[config.mk]
export PLATFORM = sky130hd
export DESIGN_NAME = urwaf_dev_flat
export DESIGN_NICKNAME = d
export VERILOG_FILES = /design/src/inc/urwaf_pkg.sv /design/src/inc/urwaf_link_if.sv /design/src/hw/urwaf_sampler.sv /design/src/hw/urwaf_dev.sv /design/src/flat_wrapper.sv
export SDC_FILE = /design/constraint.sdc
export NUM_CORES = 1
export LEC_CHECK = 0
export BUFFER_PORTS_ARGS = -buffer_cell sky130_fd_sc_hd__buf_2
export CAP_MARGIN = 20
export CORE_MARGIN = 4
export CORE_UTILIZATION = 59
export CTS_BUF_LIST = sky130_fd_sc_hd__clkbuf_4 sky130_fd_sc_hd__clkbuf_8
export DETAILED_ROUTE_END_ITERATION = 8
export PLACE_DENSITY = 0.83
export SYNTH_ARGS = -nofsm -noshare
export SYNTH_HDL_FRONTEND = slang
export SYNTH_SLANG_ARGS = --single-unit
[constraint.sdc]
create_clock -name ref_clk -period 3.4 [get_ports ref_clk]
set_input_delay 0.34 -clock ref_clk [delete_from_list [all_inputs] [get_ports ref_clk]]
set_output_delay 0.34 -clock ref_clk [all_outputs]
set_load 0.005 [all_outputs]
[src/inc/urwaf_pkg.sv]
// Shared constants, types and helpers for the wake and address filter link
package urwaf_pkg;

  localparam int          REF_CLK_HZ        = 20_000_000;
  localparam logic [4:0]  SPB_NORMAL        = 5'h10;
  localparam logic [4:0]  SPB_DOUBLE        = 5'h08;
  localparam logic [4:0]  VOTE_FIRST_NORMAL = 5'h08;
  localparam logic [4:0]  VOTE_FIRST_DOUBLE = 5'h04;
  localparam logic [4:0]  VOTE_SPAN         = 5'h02;
  localparam logic [2:0]  CHAR_SIZE_9BIT    = 3'h7;
  localparam logic        FRAME_ADDR        = 1'b1;
  localparam logic        LINE_IDLE         = 1'b1;
  localparam logic [8:0]  RX_DATA_RST       = 9'h000;
  localparam logic [11:0] BAUD_DIV_RST      = 12'h000;

  // Synchronous wake limits: quarter of the system clock from idle,
  // a fixed bit rate from the deep sleep modes
  localparam int          SYNC_IDLE_DIV      = 4;
  localparam logic [12:0] SYNC_IDLE_MIN_HALF = 13'(SYNC_IDLE_DIV / 2);
  localparam int          SYNC_DEEP_MAX_BPS  = 500_000;
  localparam logic [12:0] SYNC_DEEP_MIN_HALF =
    13'((REF_CLK_HZ + 2 * SYNC_DEEP_MAX_BPS - 1) / (2 * SYNC_DEEP_MAX_BPS));

  // Rate error budgets for 8-bit frames, hundredths of a percent
  localparam int NORMAL_RATE_BPS     = 115_200;
  localparam int NORMAL_ERR_POS      = 315;
  localparam int NORMAL_ERR_NEG      = 400;
  localparam int DOUBLE_RATE_BPS     = 57_600;
  localparam int DOUBLE_ERR_POS      = 390;
  localparam int DOUBLE_ERR_NEG      = 270;
  localparam int END_SHARE_ERR_9BITS = 150;

  typedef enum logic [2:0]
  {
    RX_IDLE   = 3'h0,
    RX_START  = 3'h1,
    RX_DATA   = 3'h3,
    RX_PARITY = 3'h2,
    RX_STOP   = 3'h6
  } urwaf_rx_state_t;

  typedef enum logic
  {
    TX_IDLE = 1'b0,
    TX_SEND = 1'b1
  } urwaf_tx_state_t;

  function automatic logic [3:0] urwaf_char_bits(input logic [2:0] code);
    case (code)
      3'h0:    urwaf_char_bits = 4'h5;
      3'h1:    urwaf_char_bits = 4'h6;
      3'h2:    urwaf_char_bits = 4'h7;
      3'h7:    urwaf_char_bits = 4'h9;
      default: urwaf_char_bits = 4'h8;
    endcase
  endfunction

  function automatic logic urwaf_parity(input logic [8:0] d,
                                        input logic [3:0] nb,
                                        input logic       odd);
    logic [8:0] mask;
    mask = 9'h1FF >> (4'h9 - nb);
    urwaf_parity = (^(d & mask)) ^ odd;
  endfunction

  function automatic logic urwaf_majority(input logic [2:0] s);
    urwaf_majority = (s[0] & s[1]) | (s[0] & s[2]) | (s[1] & s[2]);
  endfunction

endpackage

[src/inc/urwaf_link_if.sv]
// Serial link between the remote sender and the receiving device
`timescale 1ns/1ps
interface urwaf_link_if;
  logic serial_rx_line;
  logic serial_clk;

  modport device (input serial_rx_line, input serial_clk);
  modport remote (output serial_rx_line, output serial_clk);
endinterface

[src/hw/urwaf_sampler.sv]
// Oversampling tick and three-sample majority vote for async reception
`timescale 1ns/1ps
module urwaf_sampler
  import urwaf_pkg::*;
(
  input  wire logic        ref_clk,
  input  wire logic        rst_b,
  input  wire logic        restart,
  input  wire logic        double_speed_select,
  input  wire logic [11:0] baud_divisor,
  input  wire logic        line,
  output logic             sample_tick,
  output logic             bit_done,
  output logic             bit_val
);

  logic [11:0] pre_reg;
  logic [4:0]  cnt_reg;
  logic [1:0]  smp_reg;
  logic [4:0]  spb;
  logic [4:0]  first;

  assign sample_tick = (pre_reg == 12'h000);
  assign spb         = double_speed_select ? SPB_DOUBLE : SPB_NORMAL;
  assign first       = double_speed_select ? VOTE_FIRST_DOUBLE
                                           : VOTE_FIRST_NORMAL;
  assign bit_done    = sample_tick && (cnt_reg == first + VOTE_SPAN);
  assign bit_val     = urwaf_majority({smp_reg, line});

  always_ff @(posedge ref_clk)
  begin
    if (!rst_b)
      pre_reg <= BAUD_DIV_RST;
    else if (sample_tick)
      pre_reg <= baud_divisor;
    else
      pre_reg <= pre_reg - 12'h001;
  end

  // Counter holds the number of the sample about to be taken
  always_ff @(posedge ref_clk)
  begin
    if (!rst_b)
      cnt_reg <= 5'h01;
    else if (restart)
      cnt_reg <= 5'h02;
    else if (sample_tick)
      cnt_reg <= (cnt_reg == spb) ? 5'h01 : cnt_reg + 5'h01;
  end

  always_ff @(posedge ref_clk)
  begin
    if (!rst_b)
      smp_reg <= 2'h0;
    else if (sample_tick && cnt_reg >= first && cnt_reg < first + VOTE_SPAN)
      smp_reg <= {smp_reg[0], line};
  end

endmodule

[src/hw/urwaf_dev.sv]
// Receiving end: start frame wake logic and address frame filter
`timescale 1ns/1ps
module urwaf_dev
  import urwaf_pkg::*;
(
  input  wire logic        ref_clk,
  input  wire logic        rst_b,
  urwaf_link_if.device     link,
  input  wire logic        rx_enable,
  input  wire logic        sync_mode,
  input  wire logic        double_speed_select,
  input  wire logic [2:0]  char_size_select,
  input  wire logic        parity_enable,
  input  wire logic        parity_odd,
  input  wire logic [11:0] baud_divisor,
  input  wire logic        start_frame_detect_enable,
  input  wire logic        rx_start_irq_enable,
  input  wire logic        multiproc_filter_enable,
  input  wire logic        sleep_active,
  input  wire logic        data_read,
  output logic [7:0]       serial_data_buffer,
  output logic             rx_ninth_bit,
  output logic             rx_complete_flag,
  output logic             frame_error_flag,
  output logic             parity_error_flag,
  output logic             overrun_flag,
  output logic             rx_start_irq,
  output logic             osc_power_up,
  output logic             serial_clk_enable,
  output logic             core_clk_enable
);

  urwaf_rx_state_t state_reg;
  logic [3:0]      bit_cnt_reg;
  logic [8:0]      shift_reg;
  logic            par_reg;
  logic            line_q_reg;
  logic            sclk_q_reg;
  logic            sleep_q_reg;
  logic            prev_smp_reg;
  logic [7:0]      serial_data_buffer_reg;
  logic            rx_ninth_bit_reg;
  logic            rx_complete_flag_reg;
  logic            frame_error_flag_reg;
  logic            parity_error_flag_reg;
  logic            overrun_flag_reg;
  logic            rx_start_irq_reg;
  logic            osc_power_up_reg;
  logic            serial_clk_enable_reg;
  logic            core_clk_enable_reg;

  logic            line;
  logic            line_fall;
  logic            sclk_rise;
  logic            wake_now;
  logic            start_irq_now;
  logic            rx_ok;
  logic            start_hit;
  logic            smp_tick;
  logic            smp_done;
  logic            smp_val;
  logic            bd;
  logic            bv;
  logic [3:0]      nb;
  logic            nine;
  logic            frame_type;
  logic            keep;
  logic            finish;
  logic            store;
  logic            buf_full;
  logic            frame_end;
  logic            false_start;

  assign line      = link.serial_rx_line;
  assign line_fall = line_q_reg && !line;
  assign sclk_rise = link.serial_clk && !sclk_q_reg;

  // The edge itself is seen on the line, independent of frame mode
  assign wake_now = sleep_active && start_frame_detect_enable &&
                    line_fall && !serial_clk_enable_reg;
  assign start_irq_now = start_frame_detect_enable && rx_start_irq_enable &&
                         rx_enable && line_fall &&
                         (state_reg == RX_IDLE);

  // Asleep and not woken, the receiver has no clock and sees nothing
  assign rx_ok = rx_enable &&
                 (!sleep_active || serial_clk_enable_reg || wake_now);

  assign start_hit = rx_ok && (state_reg == RX_IDLE) &&
                     (sync_mode ? (sclk_rise && !line)
                                : (smp_tick && !line && prev_smp_reg));

  assign bd = sync_mode ? sclk_rise : smp_done;
  assign bv = sync_mode ? line : smp_val;

  assign nb   = urwaf_char_bits(char_size_select);
  assign nine = (char_size_select == CHAR_SIZE_9BIT);

  assign frame_type = nine ? shift_reg[8] : bv;
  // Filter bit is toggled by software around the addressed burst
  assign keep   = !multiproc_filter_enable ||
                  (frame_type == FRAME_ADDR);
  assign finish = (state_reg == RX_STOP) && bd;
  // Only the receive path is gated; nothing here reaches a sender
  assign store  = finish && keep;
  assign buf_full  = rx_complete_flag_reg && !data_read;
  assign frame_end = finish || ((state_reg == RX_START) && bd && bv);

  // A glitch that never became a frame must not keep the clocks alive
  assign false_start = (state_reg == RX_IDLE) && line && !wake_now &&
                       (sync_mode ? sclk_rise : smp_tick);

  urwaf_sampler u_sampler
  (
    .ref_clk             (ref_clk),
    .rst_b               (rst_b),
    .restart             (start_hit && !sync_mode),
    .double_speed_select (double_speed_select),
    .baud_divisor        (baud_divisor),
    .line                (line),
    .sample_tick         (smp_tick),
    .bit_done            (smp_done),
    .bit_val             (smp_val)
  );

  always_ff @(posedge ref_clk)
  begin
    if (!rst_b)
    begin
      line_q_reg   <= LINE_IDLE;
      sclk_q_reg   <= 1'b0;
      sleep_q_reg  <= 1'b0;
      prev_smp_reg <= LINE_IDLE;
    end
    else
    begin
      line_q_reg  <= line;
      sclk_q_reg  <= link.serial_clk;
      sleep_q_reg <= sleep_active;
      if (smp_tick)
        prev_smp_reg <= line;
    end
  end

  // Sync frames have no voted start bit, so they skip the start state
  always_ff @(posedge ref_clk)
  begin
    if (!rst_b || !rx_enable)
      state_reg <= RX_IDLE;
    else
    begin
      case (state_reg)
        RX_IDLE:
          if (start_hit)
            state_reg <= sync_mode ? RX_DATA : RX_START;
        RX_START:
          if (bd)
            state_reg <= bv ? RX_IDLE : RX_DATA;
        RX_DATA:
          if (bd && bit_cnt_reg == nb - 4'h1)
            state_reg <= parity_enable ? RX_PARITY : RX_STOP;
        RX_PARITY:
          if (bd)
            state_reg <= RX_STOP;
        RX_STOP:
          if (bd)
            state_reg <= RX_IDLE;
        default:
          state_reg <= RX_IDLE;
      endcase
    end
  end

  always_ff @(posedge ref_clk)
  begin
    if (!rst_b)
    begin
      shift_reg   <= RX_DATA_RST;
      bit_cnt_reg <= 4'h0;
      par_reg     <= 1'b0;
    end
    else if (start_hit)
    begin
      shift_reg   <= RX_DATA_RST;
      bit_cnt_reg <= 4'h0;
    end
    else if (state_reg == RX_DATA && bd)
    begin
      shift_reg[bit_cnt_reg] <= bv;
      bit_cnt_reg            <= bit_cnt_reg + 4'h1;
    end
    else if (state_reg == RX_PARITY && bd)
      par_reg <= bv;
  end

  // One-entry buffer; a frame arriving while it is full is lost
  always_ff @(posedge ref_clk)
  begin
    if (!rst_b)
    begin
      serial_data_buffer_reg <= RX_DATA_RST[7:0];
      rx_ninth_bit_reg       <= 1'b0;
      frame_error_flag_reg   <= 1'b0;
      parity_error_flag_reg  <= 1'b0;
      overrun_flag_reg       <= 1'b0;
    end
    else if (store && buf_full)
      overrun_flag_reg <= 1'b1;
    else if (store)
    begin
      serial_data_buffer_reg <= shift_reg[7:0];
      rx_ninth_bit_reg       <= shift_reg[8];
      frame_error_flag_reg   <= !bv;
      parity_error_flag_reg  <= parity_enable &&
        (par_reg != urwaf_parity(shift_reg, nb, parity_odd));
      overrun_flag_reg       <= 1'b0;
    end
  end

  // Set wins over a read in the same cycle
  always_ff @(posedge ref_clk)
  begin
    if (!rst_b || !rx_enable)
      rx_complete_flag_reg <= 1'b0;
    else if (store)
      rx_complete_flag_reg <= 1'b1;
    else if (data_read)
      rx_complete_flag_reg <= 1'b0;
  end

  always_ff @(posedge ref_clk)
  begin
    if (!rst_b)
    begin
      osc_power_up_reg      <= 1'b0;
      serial_clk_enable_reg <= 1'b0;
    end
    else if (wake_now)
    begin
      osc_power_up_reg      <= 1'b1;
      serial_clk_enable_reg <= 1'b1;
    end
    else if (frame_end || false_start || !sleep_active)
    begin
      osc_power_up_reg      <= 1'b0;
      serial_clk_enable_reg <= 1'b0;
    end
  end

  always_ff @(posedge ref_clk)
  begin
    if (!rst_b)
      rx_start_irq_reg <= 1'b0;
    else
      rx_start_irq_reg <= start_irq_now;
  end

  // Core clocks stay off in sleep until a start irq or a stored frame
  always_ff @(posedge ref_clk)
  begin
    if (!rst_b || !sleep_active)
      core_clk_enable_reg <= 1'b1;
    else if (start_irq_now || store)
      core_clk_enable_reg <= 1'b1;
    else if (!sleep_q_reg)
      core_clk_enable_reg <= 1'b0;
  end

  assign serial_data_buffer = serial_data_buffer_reg;
  assign rx_ninth_bit       = rx_ninth_bit_reg;
  assign rx_complete_flag   = rx_complete_flag_reg;
  assign frame_error_flag   = frame_error_flag_reg;
  assign parity_error_flag  = parity_error_flag_reg;
  assign overrun_flag       = overrun_flag_reg;
  assign rx_start_irq       = rx_start_irq_reg;
  assign osc_power_up       = osc_power_up_reg;
  assign serial_clk_enable  = serial_clk_enable_reg;
  assign core_clk_enable    = core_clk_enable_reg;

endmodule

[src/flat_wrapper.sv]
// flat-port wrapper written by rule: the top's interface ports become plain ports
module urwaf_dev_flat import urwaf_pkg::*;
  (ref_clk, rst_b, rx_enable, sync_mode, double_speed_select, char_size_select, parity_enable, parity_odd, baud_divisor, start_frame_detect_enable, rx_start_irq_enable, multiproc_filter_enable, sleep_active, data_read, serial_data_buffer, rx_ninth_bit, rx_complete_flag, frame_error_flag, parity_error_flag, overrun_flag, rx_start_irq, osc_power_up, serial_clk_enable, core_clk_enable, link_serial_rx_line, link_serial_clk);
  urwaf_link_if link_i ();
  input  wire logic ref_clk;
  input  wire logic rst_b;
  input  wire logic rx_enable;
  input  wire logic sync_mode;
  input  wire logic double_speed_select;
  input  wire logic [2:0] char_size_select;
  input  wire logic parity_enable;
  input  wire logic parity_odd;
  input  wire logic [11:0] baud_divisor;
  input  wire logic start_frame_detect_enable;
  input  wire logic rx_start_irq_enable;
  input  wire logic multiproc_filter_enable;
  input  wire logic sleep_active;
  input  wire logic data_read;
  output logic [7:0] serial_data_buffer;
  output logic rx_ninth_bit;
  output logic rx_complete_flag;
  output logic frame_error_flag;
  output logic parity_error_flag;
  output logic overrun_flag;
  output logic rx_start_irq;
  output logic osc_power_up;
  output logic serial_clk_enable;
  output logic core_clk_enable;
  input wire logic [$bits(link_i.serial_rx_line)-1:0] link_serial_rx_line;
  input wire logic [$bits(link_i.serial_clk)-1:0] link_serial_clk;
  assign link_i.serial_rx_line = link_serial_rx_line;
  assign link_i.serial_clk = link_serial_clk;
  urwaf_dev u_core (.ref_clk(ref_clk), .rst_b(rst_b), .link(link_i), .rx_enable(rx_enable), .sync_mode(sync_mode), .double_speed_select(double_speed_select), .char_size_select(char_size_select), .parity_enable(parity_enable), .parity_odd(parity_odd), .baud_divisor(baud_divisor), .start_frame_detect_enable(start_frame_detect_enable), .rx_start_irq_enable(rx_start_irq_enable), .multiproc_filter_enable(multiproc_filter_enable), .sleep_active(sleep_active), .data_read(data_read), .serial_data_buffer(serial_data_buffer), .rx_ninth_bit(rx_ninth_bit), .rx_complete_flag(rx_complete_flag), .frame_error_flag(frame_error_flag), .parity_error_flag(parity_error_flag), .overrun_flag(overrun_flag), .rx_start_irq(rx_start_irq), .osc_power_up(osc_power_up), .serial_clk_enable(serial_clk_enable), .core_clk_enable(core_clk_enable));
endmodule
==> results of run 1 <==
-- kinds of logic after synthesis --
logic type	count (synthesis)	share of synthesized area
AND/OR/NAND/NOR	147	0.244
flip-flops	56	0.366
AO/OA/AOI/OAI	54	0.129
buffers and inverters	36	0.0494
XOR/XNOR	25	0.0759
multiplexers	23	0.0751
adder cells (fa/ha/maj)	15	0.0612
-- how the worst max path moves through the flow --
stage                                           start                      end  slack (ps)
final                     u_core.u_sampler.pre_reg[0]  u_core.frame_error_flag         560
after global routing      u_core.u_sampler.pre_reg[0]  u_core.frame_error_flag         350
after global placement    u_core.u_sampler.pre_reg[0]  u_core.frame_error_flag         640
after floorplan           u_core.u_sampler.pre_reg[0]      u_core.shift_reg[0]        1030
after CTS                 u_core.u_sampler.pre_reg[0]  u_core.frame_error_flag         560
after detailed placement  u_core.u_sampler.pre_reg[0]  u_core.frame_error_flag         580
-- layout make-up --
cell class                      instances  area [sq um]
Fill cell                             430          1460
Sequential cell                        56          1120
Multi-Input combinational cell        264          1790
Inverter                               18          67.6
Clock inverter                          2          35.0
Timing Repair Buffer                   47           240
Clock buffer                            6          76.3
Tap cell                               67          83.8
-- per-layer routing --
layer,GRT usage,part of all wire,wire length (um),vias up
li1,-,-,-,1292
met1,0.257,0.48,2920,1169
met2,0.359,0.47,2870,41
met3,0.0370,0.035,211,9
met4,0.0693,0.014,85,0
met5,0,0,0,-
-- critical path: cells and delay by family (launching register included) --
kind	cells	cell delay, ps
AO/OA/AOI/OAI	2	600
adder cells (fa/ha/maj)	1	190
buffers and inverters	1	50
flip-flops	1	330
AND/OR/NAND/NOR	4	1570
-- power by group through the flow --
stage	registers (mW)	clock network, mW	logic (mW)
after global placement	0.807	0	0.505
final	0.796	0.435	0.524
after detailed placement	0.809	0	0.518
after CTS	0.795	0.447	0.526
after floorplan	0.794	0	0.448
after global routing	0.807	0.475	0.596
-- placed cells by master (no fill, tap or decap), drive strengths merged, types with 5 or more instances in the layout --
cell	synthesis	layout
ha	15	15
nand2	32	32
xnor2	13	13
xor2	11	11
dfxtp	56	56
nand2b	9	9
a21oi	13	13
buf	6	47
clkbuf	12	6
o21ai	8	8
nor2	46	46
nor2b	17	17
o211a	10	10
nand3	10	10
nor3	6	6
or3	5	5
inv	18	18
mux2i	23	23
==> run metrics, run 1 <==
PortBufs=45; die width=80.1 um; relative slew slack=0.445; RSZ-0062 raised after global routing=false; vias in the first global route=2441; Post-DP HPWL=4470 um; # DRC=0; f_max=0.352 GHz; DR pass1 iterations=4; Worst-Margin Slew=812 ps; Crit Path Max Fanout=13; Iteration-0 DRC Markers=82; Async S/R FF share, synth=0; fin area=3420 sq um; Setup Crit Path Kind=flop to flop; Cell Area, Synth=3070 sq um; worst skew pair latency=310 ps; Layout Cells excl Fill=460; crit-path cells=inv_1 -> ha_1 -> or4b_1 -> nor3_4 -> a21o_1 -> and4_1 -> nand2_2 -> o311a_1; CP required=3600 ps; Peak VDD IR=0.523 mV; YS warnings=0; GRT overflow=0; mean cell area of the mapped netlist=8.61 sq um; Most used DFF post-synth=dfxtp_1; hold endpoint=u_core.sclk_q_reg; pwr dens=513 nW/um^2; worst reg-to-reg path cell count=8; hold path depth=2; Sw Ratio=0.323; Reg-to-Reg Start=u_core.u_sampler.pre_reg[0]; Net Sw Power=0.567 mW; Pwr Total=1.75 mW; clock skew=7.10 ps; clk sinks=56; Crit path largest cell delay=610 ps; Leak=1.56 nW; flip-flop count of the largest register after layout=12; Post-Place Cells=452; die height=80.1 um; Post-CTS Hold Buffers=0; mean routed wirelength per cell=13.2 um; Vias/cell=5.46; Reg clk slew, reported paths=100 ps; vias=2511; IO Count=46; Area growth, synth to finish=11.5%; CP Launch Type=flop; crit path time final=2840 ps; Hold Fails Final Rpt=0; Syn Inst Count=356; pre-CTS setup slack=582 ps; post-synthesis sequential area ratio=0.366; combinational share of power=0.298; sequential fraction of design power=0.454; Overall Global Routing Usage=0.207; H-tree depth=2; Yosys reg bits=56; diode count=0; CTS tree=yes; Core Area=4880 sq um; final core utilization=0.701; Die ar.=6420 sq um; post-route worst setup slack=557 ps; status=complete, no violations; final setup vio count=0; cell taking the most area after synthesis=dfxtp_1; Clock Root Buffer=clkbuf_8; number of synthesized flops with an enable pin=0; Final period util=0.836; Detail Route Antenna Nets=0; Hold Worst Slack=249 ps; syn_nets=400; first-pass GRT wire length=10600 um; most frequent cell after synthesis=dfxtp_1; Resized cells post-CTS=0; critical path arrival=3050 ps; nets=436; initial antenna violation count=0; Placer Congestion=0.831; CTS max path bufs=2; Max Cap Viol=0; worst reg-to-reg setup slack=560 ps; Std-Cell Rows=25; CTS buffer count=5; fraction of layout cells with a size suffix above 1=0.163; Int Power=1.19 mW; Post-Route WL=6090 um; setup bufs post-CTS=0; Starting Density=0.628; Setup crit end kind=flop; top cells by count, synth=dfxtp_1, nor2_1, nand2_1; largest net degree at the start of global routing=39; setup TNS=0 ps; Slew Limit Fails=0; Synth area leaders=dfxtp_1, mux2i_1, ha_1, nor2_1, nand2_1; placed inst area=3310 sq um; CP max-delay cell=or4b_1; RR Endpoint=u_core.frame_error_flag; synth unique cells=54; worst hold path type=primary input to flop; HP Start=link_serial_clk; post-synth top area share=0.366; Clk pwr share=0.248
(Power assumes the default switching activity.)
==> run 2, diff against run 1 <==
clock period = 2.7 ns   (was 3.4 ns; I/O delays follow)
==> run metrics, run 2 (synthesis gave the netlist of run 1 again) <==
status=complete, no violations; Layout Cells excl Fill=466 (+1.3%); Peak VDD IR=0.503 mV (-4.0%); die width=80.1 um (unchanged); pwr dens=628 nW/um^2 (+22%); IO Count=46 (unchanged); fin area=3450 sq um (+0.92%); HP Start=link_serial_clk; placed inst area=3350 sq um (+1.4%); met3 usage=0.0336 (-0.00336); Int Power=1.45 mW (+22%); Sequential Area=1120 sq um (unchanged); Multi-input gate area=1800 sq um (+0.28%); Crit Path Max Fanout=6 (-7); Top Usage Layer GRT=met2; Overall Global Routing Usage=0.202 (-0.00491); sequential fraction of design power=0.461 (+0.007); relative slew slack=0.652 (+0.208); Setup crit end kind=flop; Clk pwr share=0.217 (-0.031); clk sinks=56 (unchanged); vias in the first global route=2421 (-0.82%); vias=2520 (+0.36%); largest net degree at the start of global routing=25 (-36%); CP max-delay cell=or4b_1; Reg clk slew, reported paths=90 ps (about the same); # DRC=0 (unchanged); die height=80.1 um (unchanged); combinational share of power=0.322 (+0.024); flip-flop count of the largest register after layout=12 (unchanged); Leak=1.58 nW (+1.3%); Core Area=4880 sq um (unchanged); pre-CTS setup slack=61.6 ps (-520 ps); worst reg-to-reg path cell count=9 (+1); Detail Route Antenna Nets=0 (unchanged); nets=442 (+1.4%); CP Launch Type=flop; Filler Cell Count=415 (-3.5%); crit path time final=2490 ps (-356 ps); Crit path largest cell delay=530 ps (-80 ps); Hold Fails Final Rpt=0 (unchanged); Max Cap Viol=0 (unchanged); Worst-Margin Slew=517 ps (-295 ps); hold endpoint=u_core.sclk_q_reg; mean routed wirelength per cell=13.2 um (-0.40%); worst hold path type=primary input to flop; Iteration-0 DRC Markers=131 (+60%); CP required=2880 ps (-720 ps); Post-Place Cells=458 (+1.3%); most frequent cells in the layout=dfxtp_1, buf_2, nor2_1, nand2_1, mux2i_1; post-route worst setup slack=212 ps (-344 ps); first-pass GRT wire length=10500 um (-0.97%); f_max=0.402 GHz (+14%); setup TNS=0 ps (unchanged); Final period util=0.921 (+0.0851); fraction of layout cells with a size suffix above 1=0.175 (+0.0126); Reg-to-Reg Start=u_core.u_sampler.pre_reg[0]; Starting Density=0.628 (unchanged); Pwr Total=2.17 mW (+24%); Std-Cell Rows=25 (unchanged); GRT overflow=0 (unchanged); CP most frequent cell=nor2_1; Sw Ratio=0.332 (+0.00900); Slew Limit Fails=0 (unchanged); hold path depth=2 (unchanged); Area growth, synth to finish=12.5%; Placer Congestion=0.816 (-1.8%); Setup Crit Path Kind=flop to flop; Post-DP HPWL=4630 um (+3.7%); worst reg-to-reg setup slack=210 ps (-340 ps); PortBufs=45 (unchanged); final setup vio count=0 (unchanged); CTS tree=yes; Net Sw Power=0.720 mW (+27%); crit-path cells=inv_1 -> ha_1 -> or4b_1 -> nor3_4 -> a21oi_2 -> or3_1 -> nor2_1 -> mux2i_1 -> nor2_1; DR pass1 iterations=4 (unchanged); GRT met2 Usage=0.352 (-0.00745); initial antenna violation count=0 (unchanged); Clock Root Buffer=clkbuf_8; diode count=0 (unchanged); CTS buffer count=5 (unchanged); Die ar.=6420 sq um (unchanged); most common cell after layout, fill and taps aside=dfxtp_1; setup bufs post-CTS=0 (unchanged); M1 GR Usage=0.259 (+0.00158); worst skew pair latency=310 ps (about the same); CTS max path bufs=2 (unchanged); Post-Route WL=6150 um (+0.90%); RSZ-0062 raised after global routing=false; critical path arrival=2670 ps (-380 ps); Vias/cell=5.41 (-0.93%); RR Endpoint=u_core.shift_reg[5]; clock skew=6.86 ps (-0.239 ps); H-tree depth=2 (unchanged)
==> run 2: worst max-delay path by stage <==
stage / startpoint / endpoint / slack (ps) / cells after the start
global placement: char_size_select[0] / u_core.parity_error_flag / 160 / 11
CTS: u_core.u_sampler.pre_reg[0] / u_core.frame_error_flag / 170 / 8
floorplan: u_core.u_sampler.pre_reg[0] / u_core.shift_reg[0] / 330 / 10
finish: u_core.u_sampler.pre_reg[0] / u_core.shift_reg[5] / 210 / 9
global route: u_core.u_sampler.pre_reg[0] / u_core.shift_reg[3] / 50 / 9
detailed placement: char_size_select[0] / u_core.parity_error_flag / 60 / 11
==> run 2: metal layers <==
metal | wire length [um] | vias to the layer above | share of wire
met4 | 63 | 0 | 0.010
met2 | 2910 | 49 | 0.47
li1 | - | 1309 | -
met1 | 2920 | 1155 | 0.48
met3 | 245 | 7 | 0.040
met5 | 0 | - | 0
==> run 2: per-stage QoR <==
step                      hold slack [ps]   util
final                                 173  0.707
after global routing                  173  0.707
after CTS                             170  0.706
after detailed placement              444  0.687
after global placement                433  0.687
after floorplan                       392      -
==> run 2: worst max-delay path, delay by kind of cell, from the launching register on <==
kind / cells / cell delay (ps)
AND/OR/NAND/NOR: 5 / 1440
flip-flops: 1 / 330
multiplexers: 1 / 210
adder cells (fa/ha/maj): 1 / 190
AO/OA/AOI/OAI: 1 / 140
buffers and inverters: 1 / 50
==> run 2: final cells by class <==
type / count / area share
multi-input combinational: 264 / 0.522
clock buffer: 7 / 0.0243
tap: 67 / 0.0243
timing repair buffer: 53 / 0.0827
clock inverter: 1 / 0.00254
sequential: 56 / 0.325
inverter: 18 / 0.0196
==> run 2: timing repair <==
action,CTS,global route
hold buffers,0,0
setup endpoints to repair,0,1
gates resized for setup,0,1
==> run 2: power groups by stage <==
stage	logic (mW)	registers, mW	clock network (mW)
finish	0.697	1.00	0.470
global route	0.793	1.01	0.517
CTS	0.699	0.999	0.484
detailed placement	0.697	1.02	0
global placement	0.679	1.01	0
floorplan	0.564	1.00	0
